$ cat src/rtl/prr_defines.svh
/*
  Offsets, field positions, reset values and the FIFO depth of the
  pressure result register block.
  Assumes inclusion by bare name from the package and the design module.
*/
`ifndef PRR_DEFINES_SVH
`define PRR_DEFINES_SVH

// ****************************************
// Register offsets
// ****************************************
`define PRR_OFS_REF_HIGH      8'h16
`define PRR_OFS_TRIM_LOW      8'h18
`define PRR_OFS_TRIM_HIGH     8'h19
`define PRR_OFS_IRQ_CAUSE     8'h24
`define PRR_OFS_FIFO_COUNT    8'h25
`define PRR_OFS_FIFO_FLAGS    8'h26
`define PRR_OFS_SAMPLE_STATE  8'h27
`define PRR_OFS_PRES_LOW      8'h28
`define PRR_OFS_PRES_MID      8'h29
`define PRR_OFS_PRES_HIGH     8'h2A
`define PRR_OFS_TEMP_LOW      8'h2B
`define PRR_OFS_TEMP_HIGH     8'h2C
`define PRR_OFS_FILTER_CLEAR  8'h3C
`define PRR_OFS_QPRES_LOW     8'h78
`define PRR_OFS_QPRES_MID     8'h79
`define PRR_OFS_QPRES_HIGH    8'h7A
`define PRR_OFS_QTEMP_LOW     8'h7B
`define PRR_OFS_QTEMP_HIGH    8'h7C

// ****************************************
// Field positions
// ****************************************
`define PRR_BIT_BOOT_ON       7
`define PRR_BIT_IRQ_ACTIVE    2
`define PRR_BIT_DIFF_LOW      1
`define PRR_BIT_DIFF_HIGH     0
`define PRR_BIT_FIFO_WTM      7
`define PRR_BIT_FIFO_OVR      6
`define PRR_BIT_FIFO_FULL     5
`define PRR_BIT_T_OVR         5
`define PRR_BIT_P_OVR         4
`define PRR_BIT_T_AVAIL       1
`define PRR_BIT_P_AVAIL       0

// ****************************************
// Reset values and sizes
// ****************************************
`define PRR_RST_BYTE          8'h00
`define PRR_RST_WORD16        16'h0000
`define PRR_RST_WORD24        24'h00_0000
`define PRR_FIFO_DEPTH        8'h80
`define PRR_FIFO_AW           7

`endif

$ cat src/rtl/prr_pkg.sv
/*
  Types shared by the pressure result register block.
  Assumes prr_defines.svh is on the include path.
*/
`include "prr_defines.svh"

package prr_pkg;

  // Register port request (read or write)
  typedef struct packed {
    logic       rd;
    logic       wr;
    logic [7:0] addr;
    logic [7:0] wdata;
  } prr_req_t;

  // One conversion or stored FIFO sample
  typedef struct packed {
    logic [23:0] pres;
    logic [15:0] temp;
  } prr_sample_t;

  // Result hold state under block-update hold
  typedef enum logic [1:0] {
    PRR_FREE = 2'b00,
    PRR_HELD = 2'b01
  } prr_hold_t;

  typedef struct packed {
    logic [15:0]  offset_trim;
    prr_sample_t  result;
    prr_sample_t  pending;
    logic         pending_valid;
    prr_hold_t    hold;
    logic [2:0]   parts_read;
    logic         t_avail;
    logic         p_avail;
    logic         t_ovr;
    logic         p_ovr;
    logic [7:0]   status_snap;
    logic [7:0]   rdata;
    logic         filter_clear;
    logic         fifo_pop;
    logic [1:0]   fifo_parts;
  } prr_state_t;

endpackage

$ cat src/rtl/prr_result_regs.sv
/*
  Read-side result and status register block of a barometric sensor.
  Assumes a byte-wide register port from the serial interface (one-cycle
  read and write strobes), and that the conversion engine, FIFO core and
  threshold comparator report into this block on REF_CLK.
*/
`timescale 1ns/1ps
`include "prr_defines.svh"

module prr_result_regs (
  // Clock and reset
  input  wire logic        REF_CLK,
  input  wire logic        SRST,
  // Register port
  input  wire logic        REG_RD,
  input  wire logic        REG_WR,
  input  wire logic [7:0]  REG_ADDR,
  input  wire logic [7:0]  REG_WDATA,
  output logic      [7:0]  REG_RDATA,
  // Mode controls
  input  wire logic        BLOCK_UPDATE_HOLD,
  input  wire logic        DELTA_MODE_ENABLE,
  input  wire logic        ZERO_TRACKING_MODE,
  input  wire logic        REF_CAPTURE_MODE,
  // Reference word
  input  wire logic [15:0] REFERENCE_PRESSURE_BITS,
  // Conversion engine
  input  wire logic        NEW_SAMPLE,
  input  wire logic [23:0] MEASURED_PRESSURE,
  input  wire logic [23:0] PROCESSED_PRESSURE,
  input  wire logic [15:0] MEASURED_TEMPERATURE,
  input  wire logic        OUTPUT_RATE_TICK,
  input  wire logic        BOOT_RUNNING,
  // Threshold comparator
  input  wire logic        DIFF_LOW_EVENT,
  input  wire logic        DIFF_HIGH_EVENT,
  input  wire logic        IRQ_ACTIVE_FLAG,
  // FIFO core
  input  wire logic [7:0]  FIFO_LEVEL_COUNT,
  input  wire logic [6:0]  FIFO_THRESHOLD,
  input  wire logic        FIFO_OVERWRITTEN,
  input  wire logic [23:0] FIFO_HEAD_PRESSURE,
  input  wire logic [15:0] FIFO_HEAD_TEMPERATURE,
  output logic             FIFO_POP,
  // Filter control and offset word
  output logic             EXTRA_LOWPASS_FILTER_CLEAR,
  output logic [15:0]      PRESSURE_OFFSET_WORD
);

  prr_pkg::prr_state_t s_q;
  prr_pkg::prr_state_t s_d;

  // ****************************************
  // Helpers
  // ****************************************
  function automatic logic hit(input logic [7:0] a, input logic [7:0] ofs);
    hit = (a == ofs);
  endfunction

  function automatic logic [23:0] pres_out(input logic [15:0] trim);
    logic [23:0] ext;
    ext = {{8{trim[15]}}, trim};
    if (DELTA_MODE_ENABLE || ZERO_TRACKING_MODE || REF_CAPTURE_MODE) begin
      pres_out = PROCESSED_PRESSURE;
    end else begin
      pres_out = MEASURED_PRESSURE - ext;
    end
  endfunction

  logic       rd_go;
  logic       fifo_full;
  logic [7:0] cause_byte;
  logic [7:0] fifo_flag_byte;
  logic [7:0] live_status;

  assign rd_go     = REG_RD;
  assign fifo_full = (FIFO_LEVEL_COUNT == `PRR_FIFO_DEPTH);

  // ****************************************
  // Live status bytes
  // ****************************************
  always_comb begin
    cause_byte = `PRR_RST_BYTE;
    cause_byte[`PRR_BIT_BOOT_ON]    = BOOT_RUNNING;
    cause_byte[`PRR_BIT_IRQ_ACTIVE] = IRQ_ACTIVE_FLAG;
    cause_byte[`PRR_BIT_DIFF_LOW]   = DIFF_LOW_EVENT;
    cause_byte[`PRR_BIT_DIFF_HIGH]  = DIFF_HIGH_EVENT;
    fifo_flag_byte = `PRR_RST_BYTE;
    fifo_flag_byte[`PRR_BIT_FIFO_WTM] =
      (FIFO_LEVEL_COUNT >= {1'b0, FIFO_THRESHOLD});
    fifo_flag_byte[`PRR_BIT_FIFO_OVR]  = fifo_full && FIFO_OVERWRITTEN;
    fifo_flag_byte[`PRR_BIT_FIFO_FULL] = fifo_full && !FIFO_OVERWRITTEN;
    live_status = `PRR_RST_BYTE;
    live_status[`PRR_BIT_T_OVR]   = s_q.t_ovr;
    live_status[`PRR_BIT_P_OVR]   = s_q.p_ovr;
    live_status[`PRR_BIT_T_AVAIL] = s_q.t_avail;
    live_status[`PRR_BIT_P_AVAIL] = s_q.p_avail;
  end

  // ****************************************
  // Next state
  // ****************************************
  always_comb begin
    prr_pkg::prr_sample_t fresh;
    logic                 lock;
    logic [2:0]           parts;
    logic                 t_rd;
    logic                 p_rd;
    fresh = '0;
    lock  = 1'b0;
    parts = s_q.parts_read;
    t_rd  = 1'b0;
    p_rd  = 1'b0;
    s_d   = s_q;
    s_d.filter_clear = 1'b0;
    s_d.fifo_pop     = 1'b0;

    // Software-written offset trim
    if (REG_WR) begin
      if (hit(REG_ADDR, `PRR_OFS_TRIM_LOW)) begin
        s_d.offset_trim[7:0] = REG_WDATA;
      end
      if (hit(REG_ADDR, `PRR_OFS_TRIM_HIGH)) begin
        s_d.offset_trim[15:8] = REG_WDATA;
      end
    end

    // Read data mux, registered so the byte is stable for the serial shifter
    if (rd_go) begin
      unique case (REG_ADDR)
        `PRR_OFS_REF_HIGH:     s_d.rdata = REFERENCE_PRESSURE_BITS[15:8];
        `PRR_OFS_TRIM_LOW:     s_d.rdata = s_q.offset_trim[7:0];
        `PRR_OFS_TRIM_HIGH:    s_d.rdata = s_q.offset_trim[15:8];
        `PRR_OFS_IRQ_CAUSE:    s_d.rdata = cause_byte;
        `PRR_OFS_FIFO_COUNT:   s_d.rdata = FIFO_LEVEL_COUNT;
        `PRR_OFS_FIFO_FLAGS:   s_d.rdata = fifo_flag_byte;
        `PRR_OFS_SAMPLE_STATE: s_d.rdata = s_q.status_snap;
        `PRR_OFS_PRES_LOW:     s_d.rdata = s_q.result.pres[7:0];
        `PRR_OFS_PRES_MID:     s_d.rdata = s_q.result.pres[15:8];
        `PRR_OFS_PRES_HIGH:    s_d.rdata = s_q.result.pres[23:16];
        `PRR_OFS_TEMP_LOW:     s_d.rdata = s_q.result.temp[7:0];
        `PRR_OFS_TEMP_HIGH:    s_d.rdata = s_q.result.temp[15:8];
        `PRR_OFS_QPRES_LOW:    s_d.rdata = FIFO_HEAD_PRESSURE[7:0];
        `PRR_OFS_QPRES_MID:    s_d.rdata = FIFO_HEAD_PRESSURE[15:8];
        `PRR_OFS_QPRES_HIGH:   s_d.rdata = FIFO_HEAD_PRESSURE[23:16];
        `PRR_OFS_QTEMP_LOW:    s_d.rdata = FIFO_HEAD_TEMPERATURE[7:0];
        `PRR_OFS_QTEMP_HIGH:   s_d.rdata = FIFO_HEAD_TEMPERATURE[15:8];
        default:               s_d.rdata = `PRR_RST_BYTE;
      endcase
    end

    // Filter clear strobe
    if (rd_go && hit(REG_ADDR, `PRR_OFS_FILTER_CLEAR)) begin
      s_d.filter_clear = 1'b1;
    end

    // FIFO sample walk: pop after the last temperature byte closes a sample
    if (rd_go) begin
      if (hit(REG_ADDR, `PRR_OFS_QPRES_LOW)) begin
        s_d.fifo_parts = 2'b01;
      end else if (hit(REG_ADDR, `PRR_OFS_QTEMP_HIGH)) begin
        s_d.fifo_parts = 2'b00;
        s_d.fifo_pop   = (FIFO_LEVEL_COUNT != `PRR_RST_BYTE);
      end
    end

    // Track which result parts were read while held
    if (rd_go) begin
      if (hit(REG_ADDR, `PRR_OFS_PRES_LOW))  parts[0] = 1'b1;
      if (hit(REG_ADDR, `PRR_OFS_PRES_MID))  parts[1] = 1'b1;
      if (hit(REG_ADDR, `PRR_OFS_PRES_HIGH)) parts[2] = 1'b1;
      p_rd = hit(REG_ADDR, `PRR_OFS_PRES_HIGH) || hit(REG_ADDR, `PRR_OFS_PRES_MID)
          || hit(REG_ADDR, `PRR_OFS_PRES_LOW);
      t_rd = hit(REG_ADDR, `PRR_OFS_TEMP_HIGH) || hit(REG_ADDR, `PRR_OFS_TEMP_LOW);
    end

    // Reading a result clears its availability; a new sample still wins
    if (p_rd) begin
      s_d.p_avail = 1'b0;
      s_d.p_ovr   = 1'b0;
    end
    if (t_rd) begin
      s_d.t_avail = 1'b0;
      s_d.t_ovr   = 1'b0;
    end

    // Hold state under block-update hold
    unique case (s_q.hold)
      prr_pkg::PRR_FREE: begin
        parts = 3'b000;
        if (BLOCK_UPDATE_HOLD && rd_go && hit(REG_ADDR, `PRR_OFS_PRES_LOW)) begin
          s_d.hold = prr_pkg::PRR_HELD;
          parts    = 3'b001;
        end
      end
      prr_pkg::PRR_HELD: begin
        if (!BLOCK_UPDATE_HOLD || (parts == 3'b111)) begin
          s_d.hold = prr_pkg::PRR_FREE;
          parts    = 3'b000;
        end
      end
      default: s_d.hold = prr_pkg::PRR_FREE;
    endcase
    s_d.parts_read = parts;
    lock = (s_d.hold == prr_pkg::PRR_HELD);

    // New conversion: held results are parked until the read completes
    fresh.pres = pres_out(s_q.offset_trim);
    fresh.temp = MEASURED_TEMPERATURE;
    if (NEW_SAMPLE) begin
      s_d.p_ovr   = s_q.p_avail || s_d.p_ovr;
      s_d.t_ovr   = s_q.t_avail || s_d.t_ovr;
      s_d.p_avail = 1'b1;
      s_d.t_avail = 1'b1;
      if (lock) begin
        s_d.pending       = fresh;
        s_d.pending_valid = 1'b1;
      end else begin
        s_d.result        = fresh;
        s_d.pending_valid = 1'b0;
      end
    end else if (!lock && s_q.pending_valid) begin
      s_d.result        = s_q.pending;
      s_d.pending_valid = 1'b0;
    end

    // Status snapshot refreshed on each output rate period
    if (OUTPUT_RATE_TICK) begin
      s_d.status_snap = live_status;
    end
  end

  // ****************************************
  // State register
  // ****************************************
  always_ff @(posedge REF_CLK) begin
    if (SRST) begin
      s_q <= '0;
    end else begin
      s_q <= s_d;
    end
  end

  assign REG_RDATA                  = s_q.rdata;
  assign FIFO_POP                   = s_q.fifo_pop;
  assign EXTRA_LOWPASS_FILTER_CLEAR = s_q.filter_clear;
  assign PRESSURE_OFFSET_WORD       = s_q.offset_trim;

endmodule

$ cat config.mk
export PLATFORM = sky130hd
export DESIGN_NAME = prr_result_regs
export DESIGN_NICKNAME = d
export VERILOG_FILES = /design/src/rtl/prr_pkg.sv /design/src/rtl/prr_result_regs.sv
export VERILOG_INCLUDE_DIRS = /design/src /design/src/rtl
export SDC_FILE = /design/constraint.sdc
export NUM_CORES = 1
export LEC_CHECK = 0
export BUFFER_PORTS_ARGS = -buffer_cell sky130_fd_sc_hd__buf_2
export CORE_MARGIN = 4
export CORE_UTILIZATION = 45
export DETAILED_ROUTE_END_ITERATION = 6
export GPL_TIMING_DRIVEN = 0
export MAX_ROUTING_LAYER = met4
export PLACE_DENSITY = 0.72
export SYNTH_ARGS = -nofsm -noshare
export SYNTH_HDL_FRONTEND = slang
export SYNTH_SLANG_ARGS = --single-unit
export TNS_END_PERCENT = 20
$ cat constraint.sdc
create_clock -name REF_CLK -period 3 [get_ports REF_CLK]
set_input_delay 0.6 -clock REF_CLK [delete_from_list [all_inputs] [get_ports REF_CLK]]
set_output_delay 0.6 -clock REF_CLK [all_outputs]
set_load 0.01 [all_outputs]
==> flow_summary.yaml, run 1 <==
status:
  outcome: "complete, no violations"
layout:
  multi_input_area_mm2: 0.004653
  fin_nets: 1344
  antennaDiodeCount: 0
  nFillCells: 1550
  final_common_cell: "buf_2"
  final_util_pct: 57.50
  most-common-layout-cells: "buf_2, nand2_1, dfxtp_1"
  register_area_mm2: 0.002407
  layout-drive-gt1-share_pct: 28.28
  area_growth_pct: 25.92
floorplanning:
  coreArea_mm2: 0.01652
  die-area_mm2: 0.01890
  row_count: 47
  fp.dieH_um: 137.5
  start_util_pct: 45.67
  num_io_pins: 192
  die_x_um: 137.5
clock_tree:
  clock_sinks: 120
  cts_buffers: 17
  clk_pin_slew_worst_paths_ps: 60
  cts_hold_buffers: 0
  cts_tree: "yes"
  clk_path_buf_depth: 2
  insertion_delay_ps: 420
  ctsRootBufferMaster: "clkbuf_16"
  cts.htree.levels: 4
global_routing:
  grt_pass1_wl_um: 40120
  antenna_found_initial: 0
  grt_max_degree: 17
  grt_pass1_vias: 7449
  grt.total_usage_pct: 28.36
  grt_overflow: 0
timing:
  maxSlewViolCount: 0
  skew_ps: 8.731
  setup_viol: 0
  slew_headroom_pct: 32.54
  worst_pin_slew_ps: 1004
  fmax_mhz: 337.8
  fin_crit_ps: 2960
  setup_ws_ps: 39.80
  rsz0062_at_grt: "true"
  final-hold-violation-count: 0
  fin_crit_sh_pct: 98.67
detailed_routing:
  vias_per_cell: 5.863
  drc: 0
  first_iter_violations: 884
  wire_per_inst_um: 19.49
  ant_nets: 0
  firstDrtPassIters: 6
  vias: 8091
  finalWirelength_um: 26900
synth:
  synth_xor_area_share_pct: 1.393
  synth_fa_ha_area_share_pct: 5.240
  synthMuxAreaShare_pct: 4.377
  synth-seq-cells: 120
  syn_area_per_cell_um2: 7.977
  synth_seq_area_share_pct: 31.84
  ys_types: 74
  synth_area_mm2: 0.007546
  ys.flop_type: "dfxtp_1"
  synth_top_family_by_area: "compound AO/OA/AOI/OAI gates"
  async_reset_ff_share_pct: 0
  synthSimpleGateAreaFrac_pct: 21.57
  yosys_warnings: 0
  synth.net_count: 1143
  synth_edf_count: 0
  synthCells: 946
  synth-compound-area-share_pct: 27.69
worst_hold_path:
  min_path_cells: 3
  worst_hold_startpoint: "MEASURED_TEMPERATURE[2]"
  worst_hold_path_type: "in -> reg"
  whs_endpoint: "s_q[32]$_SDFFE_PP0P_"
place:
  gp_congestion: 0.9886
  port_buffers: 179
  dp_slack_ps: -582.4
  dp_hpwl_um: 20530
worst_setup_path:
  rrSetupSlack_ps: 110
  critPathSlowestCell: "or4b_1"
  worstSetupStartpointType: "primary input"
  path_common_cell: "buf_2"
  r2r_cells: 10
  r2r_end: "s_q[108]$_SDFFE_PP0P_"
  path_max_fanout: 10
  crit_type: "in -> reg"
  cp_cell_sequence: "buf_2 -> or4b_1 -> buf_2 -> nor3b_4 -> a21oi_2 -> a2111oi_4 -> a211o_2 -> o21ai_2 -> buf_6 -> a211oi_1 -> o21a_1"
  r2r-start: "PRESSURE_OFFSET_WORD[5]$_SDFFE_PP0P_"
  cp-end-kind: "flip-flop"
  arrival_ps: 3320
  required_ps: 3360
  cpPeakStageDelay_ps: 510
power:
  p_leak_nw: 3.771
  power.total_mw: 4.555
  peakVddDrop_mv: 0.3779
  p_per_area_mw_per_mm2: 479.3
run:
  drv_cap: 0
## worst max-delay path: cells and delay by family
family | cells | cell delay (ps)
AO/OA/AOI/OAI | 6 | 1440
AND/OR/NAND/NOR | 2 | 750
buffers and inverters | 3 | 530
## flip-flops by register name, summed over array words and instances, names as in the netlist
register,flops
s_q,90
live_status,4
PRESSURE_OFFSET_WORD,16
FIFO_POP,1
EXTRA_LOWPASS_FILTER_CLEAR,1
REG_RDATA,8
## where the power goes
| group | internal (mW) | switching [mW] |
|---|---|---|
| sequential | 1.63 | 0.0316 |
| clock | 1.52 | 0.751 |
| combinational | 0.255 | 0.367 |
| total | 3.40 | 1.15 |
## worst max path at each step
stage	from	end	slack (ps)	cells past startpoint
3_5_place_dp	REG_ADDR[4]	s_q[98]$_SDFFE_PP0P_	-580	11
4_1_cts	PRESSURE_OFFSET_WORD[2]$_SDFFE_PP0P_	s_q[108]$_SDFFE_PP0P_	40	11
3_3_place_gp	REG_ADDR[6]	REG_RDATA[6]$_SDFFE_PP0P_	-620	9
2_1_floorplan	REG_ADDR[4]	s_q[105]$_SDFFE_PP0P_	7	10
5_1_grt	REG_ADDR[4]	s_q[94]$_SDFFE_PP0P_	-60	12
6_report	REG_ADDR[4]	s_q[98]$_SDFFE_PP0P_	40	11
## synthesized netlist by cell type (5+ instances only)
library cell,n,area [µm²]
nand3b_1,6,45.04
nor2b_1,10,62.56
o21ai_0,28,140.1
ha_1,30,375.4
buf_4,25,187.7
buf_2,5,25.02
mux2i_1,33,330.3
nor2_1,93,349.1
nand2_1,120,450.4
a221oi_1,5,43.79
a211oi_2,27,337.8
xnor2_1,9,78.83
inv_1,32,120.1
a211oi_1,20,150.1
a21oi_1,98,490.5
nand3_1,35,175.2
nor3_1,24,120.1
nor2_2,11,68.82
nand2b_1,9,56.30
clkbuf_1,39,146.4
buf_6,6,67.56
or3_1,6,37.54
nand4_1,12,75.07
o211ai_1,11,82.58
a21o_1,5,37.54
a222oi_1,15,150.1
o21a_1,8,60.06
a22oi_1,20,150.1
dfxtp_1,120,2402
## final cells by class
class	instances	share of cell area, %
clock buffer	20	4.806
tap	220	2.897
timing repair buffer	182	9.666
buffer	81	4.991
clock inverter	12	2.067
sequential	120	25.34
inverter	32	1.264
multi-input combinational	713	48.97
## per-layer routing
metal	share of wire, %	global-route usage, %	vias to the layer above
met1	41	35.18	3746
met3	10	6.209	83
met4	3.6	9.922	0
met5	0	-	-
li1	-	-	3843
met2	45	45.63	419
## repair_timing
action,CTS,global route
endpoints found under the setup margin,78,35
buffers inserted,1,2
resized for setup,7,27
pin swaps,1,3
## per-stage QoR
stage               TNS [ps]  hold slack [ps]  cells  cell area (µm²)
finish                     0            433.9   1380             9502
global route          -303.3            429.3   1380             9502
CTS                        0            426.1   1378             9400
detailed placement    -41220            443.2   1345             8717
global placement      -40140            438.6   1345             8717
floorplan                  0            431.3    946             7546
## kinds of logic (layout without fill, tap and decap cells)
kind of cell,after synthesis,count (layout)
fa+ha+maj,31,31
flops,120,120
mux,33,33
xor+xnor,12,12
compound gates,287,287
simple gates,349,349
other cells,1,1
buf+inv,113,327
Note: power is estimated with default switching activity, not from simulation.
==> run 2: changes to the inputs <==
--- a/config.mk
+++ b/config.mk
@@ -6,7 +6,9 @@
 export SDC_FILE = /design/constraint.sdc
 export NUM_CORES = 1
 export LEC_CHECK = 0
+export ABC_AREA = 0
 export BUFFER_PORTS_ARGS = -buffer_cell sky130_fd_sc_hd__buf_2
+export CORE_ASPECT_RATIO = 0.9
 export CORE_MARGIN = 4
 export CORE_UTILIZATION = 45
 export DETAILED_ROUTE_END_ITERATION = 6
==> run 2 against run 1 <==
The run now ends with DRC left. Final cell count fell by 1.2%. Design area fell by 1.3%. Count of clock-buffer cells in the layout fell by 1. First-iteration DRC count rose by 10%. Sequential cell count did not move. Die area barely moved. Power fell by 4.3%. Clock skew barely moved. Combinational power fell by 2%. Maximum frequency rose by 1.6%. Core utilization rose by 0.055 points. Largest cell class unchanged.
==> flow_summary.yaml, run 2 (synthesis results as in run 1) <==
worst_hold_path:
  worst_hold_path_type: "in -> reg"
  worst_hold_startpoint: "MEASURED_TEMPERATURE[13]"
  whs_endpoint: "s_q[43]$_SDFFE_PP0P_"
  min_path_cells: 3
clock_tree:
  cts_hold_buffers: 0
  clk_pin_slew_worst_paths_ps: 60
  clk_path_buf_depth: 2
  cts.htree.levels: 4
  ctsRootBufferMaster: "clkbuf_16"
  insertion_delay_ps: 420
  cts_tree: "yes"
  clock_sinks: 120
  cts_buffers: 17
worst_setup_path:
  cp_cell_sequence: "buf_2 -> or4b_1 -> buf_2 -> nor3b_4 -> a21oi_2 -> a2111oi_4 -> a211o_2 -> o21ai_2 -> buf_6 -> a211oi_1 -> a21oi_1 -> nor2_1"
  critPathSlowestCell: "or4b_1"
  r2r_cells: 11
  r2r_end: "s_q[109]$_SDFFE_PP0P_"
  crit_type: "in -> reg"
  r2r-start: "PRESSURE_OFFSET_WORD[6]$_SDFFE_PP0P_"
  path_max_fanout: 10
  path_common_cell: "buf_2"
  cpPeakStageDelay_ps: 500
  cp-end-kind: "flip-flop"
  required_ps: 3350
  rrSetupSlack_ps: 120
  arrival_ps: 3260
  worstSetupStartpointType: "primary input"
global_routing:
  grt-busiest-layer: "met2"
  antenna_found_initial: 0
  met2_usage_pct: 43.01
  grt_max_degree: 17
  grt_overflow: 0
  grt_pass1_vias: 7394
  grt_pass1_wl_um: 39920
  grt_util_met3_pct: 5.895
  gr-usage-met1_pct: 37.37
  grt.total_usage_pct: 28.10
power:
  p_leak_nw: 3.725
  power.total_mw: 4.360
  p_per_area_mw_per_mm2: 464.9
  peakVddDrop_mv: 0.5086
timing:
  fin_setup_tns_ps: 0
  final-hold-violation-count: 0
  maxSlewViolCount: 0
  worst_pin_slew_ps: 1014
  fin_crit_sh_pct: 97.17
  fin_crit_ps: 2915
  fmax_mhz: 343.1
  setup_viol: 0
  slew_headroom_pct: 31.89
  rsz0062_at_grt: "true"
  skew_ps: 8.903
status:
  outcome: "finished, violations left"
  violations: "DRC"
place:
  dp_hpwl_um: 20340
  gp_congestion: 0.9762
  port_buffers: 179
detailed_routing:
  vias: 8048
  first_iter_violations: 975
  firstDrtPassIters: 7
  vias_per_cell: 5.900
  wire_per_inst_um: 19.52
  drc: 4
  finalWirelength_um: 26620
  ant_nets: 0
layout:
  final_common_cell: "buf_2"
  layout-drive-gt1-share_pct: 27.40
  top_register: "s_q"
  fin_nets: 1342
  nFillCells: 1519
  largest_register_ffs: 90
  final_util_pct: 57.56
  area_growth_pct: 24.29
  most-common-layout-cells: "buf_2, nand2_1, dfxtp_1"
  antennaDiodeCount: 0
run:
  drv_cap: 0
floorplanning:
  die_x_um: 144.5
  num_io_pins: 192
  coreArea_mm2: 0.01630
  row_count: 44
  start_util_pct: 46.31
  fp.dieH_um: 130.9
  die-area_mm2: 0.01891
-- run 2: cell types whose count changed in the layout (fill, tap and decap cells not counted), sizes merged --
cell | previous run | this run
clkinvlp | 3 | 4
clkinv | 3 | 5
bufinv | 5 | 3
clkbuf | 59 | 57
inv | 33 | 32
buf | 224 | 223
-- run 2: per-layer routing --
| layer | wire (µm) | vias to the layer above |
|---|---|---|
| met5 | 0 | - |
| li1 | - | 3832 |
| met4 | 565 | 0 |
| met3 | 2382 | 47 |
| met2 | 12150 | 389 |
| met1 | 11530 | 3780 |
-- run 2: where the power goes --
group	switching [mW]	internal [mW]
Combinational	0.357	0.251
Clock	0.766	1.32
Sequential	0.0334	1.63
Total	1.16	3.20
-- run 2: how the worst max path moves through the flow --
stage / startpoint / to / slack, ps / cells past startpoint
6_report: REG_ADDR[4] / s_q[93]$_SDFFE_PP0P_ / 90 / 12
5_1_grt: PRESSURE_OFFSET_WORD[6]$_SDFFE_PP0P_ / s_q[109]$_SDFFE_PP0P_ / -20 / 11
4_1_cts: PRESSURE_OFFSET_WORD[13]$_SDFFE_PP0P_ / s_q[109]$_SDFFE_PP0P_ / 8 / 11
3_5_place_dp: REG_ADDR[4] / s_q[101]$_SDFFE_PP0P_ / -730 / 12
3_3_place_gp: REG_ADDR[4] / s_q[101]$_SDFFE_PP0P_ / -670 / 12
2_1_floorplan: REG_ADDR[4] / s_q[105]$_SDFFE_PP0P_ / 7 / 10
-- run 2: area by class of cell --
cell class | count | area [µm²] | area share [%]
sequential | 120 | 2409 | 25.68
clock inverter | 12 | 152.6 | 1.628
buffer | 80 | 469.2 | 5.003
multi-input combinational | 713 | 4616 | 49.21
timing repair buffer | 181 | 910.9 | 9.712
inverter | 32 | 120.1 | 1.281
tap | 207 | 259.0 | 2.761
clock buffer | 19 | 442.9 | 4.723
-- run 2: timing repair --
action / CTS / global route
buffers inserted: 1 / 1
endpoints found under the hold margin: 0 / 0
pin swaps: 1 / 3
setup endpoints to repair: 74 / 49
resized for setup: 10 / 13
-- run 2: per-stage QoR --
step	std cells	setup slack, ps	hold WS (ps)	area [µm²]
finish	1364	85.05	428.5	9379
global route	1364	-23.69	424.5	9379
CTS	1364	7.821	417.5	9328
detailed placement	1332	-727.5	445.7	8701
global placement	1332	-667.6	440.8	8701
floorplan	946	6.734	431.3	7546
-- run 2: worst max-delay path: cells and delay by family --
kind                   cells  cell delay [ps]
AOI/OAI and AO/OA          6             1240
buffers and inverters      3              520
and+or+nand+nor            3              900
==> run 3: changes to the inputs <==
--- a/config.mk
+++ b/config.mk
@@ -11,6 +11,7 @@
 export CORE_ASPECT_RATIO = 0.9
 export CORE_MARGIN = 4
 export CORE_UTILIZATION = 45
+export CTS_BUF_LIST = sky130_fd_sc_hd__clkbuf_4
 export DETAILED_ROUTE_END_ITERATION = 6
 export GPL_TIMING_DRIVEN = 0
 export MAX_ROUTING_LAYER = met4
==> run 3 against run 2 <==
The run now ends clean. Design area shrank 3.3%. Final cell count is essentially flat. Largest cell class unchanged. Via count shrank 0.41%. Count of clock-buffer cells in the layout shrank 1. First-iteration DRC count shrank 11%. Hold slack lost 130 ps. Combinational power is essentially flat. Register-to-register slack is essentially flat. Critical path type is now reg -> reg.
==> flow_summary.yaml, run 3 (synthesis results as in run 1) <==
worst_setup_path:
  path_max_fanout: 8
  required_ps: 3410
  cpPeakStageDelay_ps: 430
  cp_cell_sequence: "inv_1 -> ha_1 -> o211ai_1 -> a21boi_2 -> nor3_2 -> a211oi_2 -> o32ai_1 -> mux2i_1 -> a311oi_2 -> a21oi_1 -> nor2_1"
  crit_type: "reg -> reg"
  arrival_ps: 3280
  critPathSlowestCell: "dfxtp_2"
  worstSetupStartpointType: "flip-flop"
  cp-end-kind: "flip-flop"
power:
  seq_power_share_pct: 47.6
  p_per_area_mw_per_mm2: 386.0
  peakVddDrop_mv: 0.2840
  p_leak_nw: 3.585
  internal_power_mw: 2.458
  p_switching_mw: 1.044
  pwr-share-clk_pct: 35.2
  switching_share_pct: 29.81
  combPwrFrac_pct: 17.3
clock_tree:
  clk_path_buf_depth: 2
  ctsRootBufferMaster: "clkbuf_4"
  insertion_delay_ps: 540
  cts_hold_buffers: 0
  cts_buffers: 17
  cts_tree: "yes"
  clock_sinks: 120
  cts.htree.levels: 4
  clk_pin_slew_worst_paths_ps: 120
global_routing:
  grt-busiest-layer: "met2"
  grt_overflow: 0
  met2_usage_pct: 41.54
  grt_pass1_wl_um: 39230
  grt.total_usage_pct: 27.59
  grt_max_degree: 17
  gr-usage-met1_pct: 37.68
  antenna_found_initial: 0
  grt_util_met3_pct: 5.313
  grt_pass1_vias: 7238
layout:
  final_common_cell: "buf_2"
  most-common-layout-cells: "buf_2, nand2_1, dfxtp_1"
  antennaDiodeCount: 0
  largest_register_ffs: 90
  area_growth_pct: 20.23
  layout-drive-gt1-share_pct: 27.51
  fin_nets: 1341
  top_register: "s_q"
timing:
  worst_pin_slew_ps: 1030
  setup_ws_ps: 125.6
  fmax_mhz: 347.9
  final-hold-violation-count: 0
  rsz0062_at_grt: "true"
  fin_crit_ps: 2874
  slew_headroom_pct: 30.80
  setup_viol: 0
  skew_ps: 26.01
  maxSlewViolCount: 0
  fin_setup_tns_ps: 0
  fin_crit_sh_pct: 95.81
place:
  gp_congestion: 0.9762
  port_buffers: 179
  dp_slack_ps: -727.5
  dp_hpwl_um: 20340
floorplanning:
  fp.dieH_um: 130.9
  die-area_mm2: 0.01891
  num_io_pins: 192
  coreArea_mm2: 0.01630
  start_util_pct: 46.31
  row_count: 44
  die_x_um: 144.5
detailed_routing:
  wire_per_inst_um: 19.20
  firstDrtPassIters: 7
  vias_per_cell: 5.880
  drc: 0
  ant_nets: 0
  first_iter_violations: 864
  vias: 8015
  finalWirelength_um: 26170
run:
  drv_cap: 0
status:
  outcome: "complete, no violations"
worst_hold_path:
  worst_hold_path_type: "in -> reg"
==> run 3: timing repair <==
action                                  4_1_cts  5_1_grt
pin swaps                                     1        5
gates resized for setup                       9       16
setup buffers                                 1        0
endpoints found under the setup margin       16       42
==> run 3: worst paths after layout <==
| path | start | to | slack (ps) | cells after the start |
|---|---|---|---|---|
| min reg2reg | s_q[37]$_SDFFE_PP0P_ | s_q[37]$_SDFFE_PP0P_ | 460 | 2 |
| min | MEASURED_TEMPERATURE[7] | s_q[37]$_SDFFE_PP0P_ | 300 | 3 |
| max reg2reg | PRESSURE_OFFSET_WORD[7]$_SDFFE_PP0P_ | s_q[109]$_SDFFE_PP0P_ | 130 | 11 |
| max | PRESSURE_OFFSET_WORD[7]$_SDFFE_PP0P_ | s_q[109]$_SDFFE_PP0P_ | 130 | 11 |
==> run 3: metal layers <==
metal | vias up | share of wire [%]
met5 | - | 0
met2 | 372 | 45
met3 | 53 | 8.2
met4 | 0 | 2.4
li1 | 3826 | -
met1 | 3764 | 45
==> run 3: stage by stage <==
step	instance area (µm²)	total power [mW]	utilization [%]	std cells	hold slack [ps]
after floorplan	7546	2.044	-	946	431.3
after global placement	8701	2.271	53.39	1332	440.8
after detailed placement	8701	2.280	53.39	1332	445.7
after CTS	9019	3.483	55.34	1364	270.6
after global routing	9072	3.640	55.67	1363	254.8
final	9072	3.502	55.67	1363	295.3
==> run 3: area by class of cell <==
class | count | area, µm²
Sequential cell | 120 | 2412
Inverter | 32 | 120.1
Fill cell | 1549 | 7223
Tap cell | 207 | 259.0
Clock inverter | 13 | 156.4
Timing Repair Buffer | 180 | 903.4
Clock buffer | 18 | 135.1
Buffer | 80 | 467.9
Multi-Input combinational cell | 713 | 4618
==> run 3: power groups by stage <==
| stage | registers (mW) | clock network (mW) | logic (mW) |
|---|---|---|---|
| after floorplan | 1.68 | 0 | 0.359 |
| after global placement | 1.70 | 0 | 0.573 |
| after detailed placement | 1.70 | 0 | 0.581 |
| after CTS | 1.66 | 1.23 | 0.588 |
| after global routing | 1.67 | 1.31 | 0.665 |
| final | 1.67 | 1.23 | 0.605 |
==> run 3: worst max-delay path: cells and delay by family (launching register included) <==
| family | cells | cell delay, ps |
|---|---|---|
| and+or+nand+nor | 2 | 240 |
| DFF | 1 | 430 |
| adders and majority gates | 1 | 400 |
| AOI/OAI and AO/OA | 6 | 1260 |
| buffers and inverters | 1 | 70 |
| muxes | 1 | 340 |
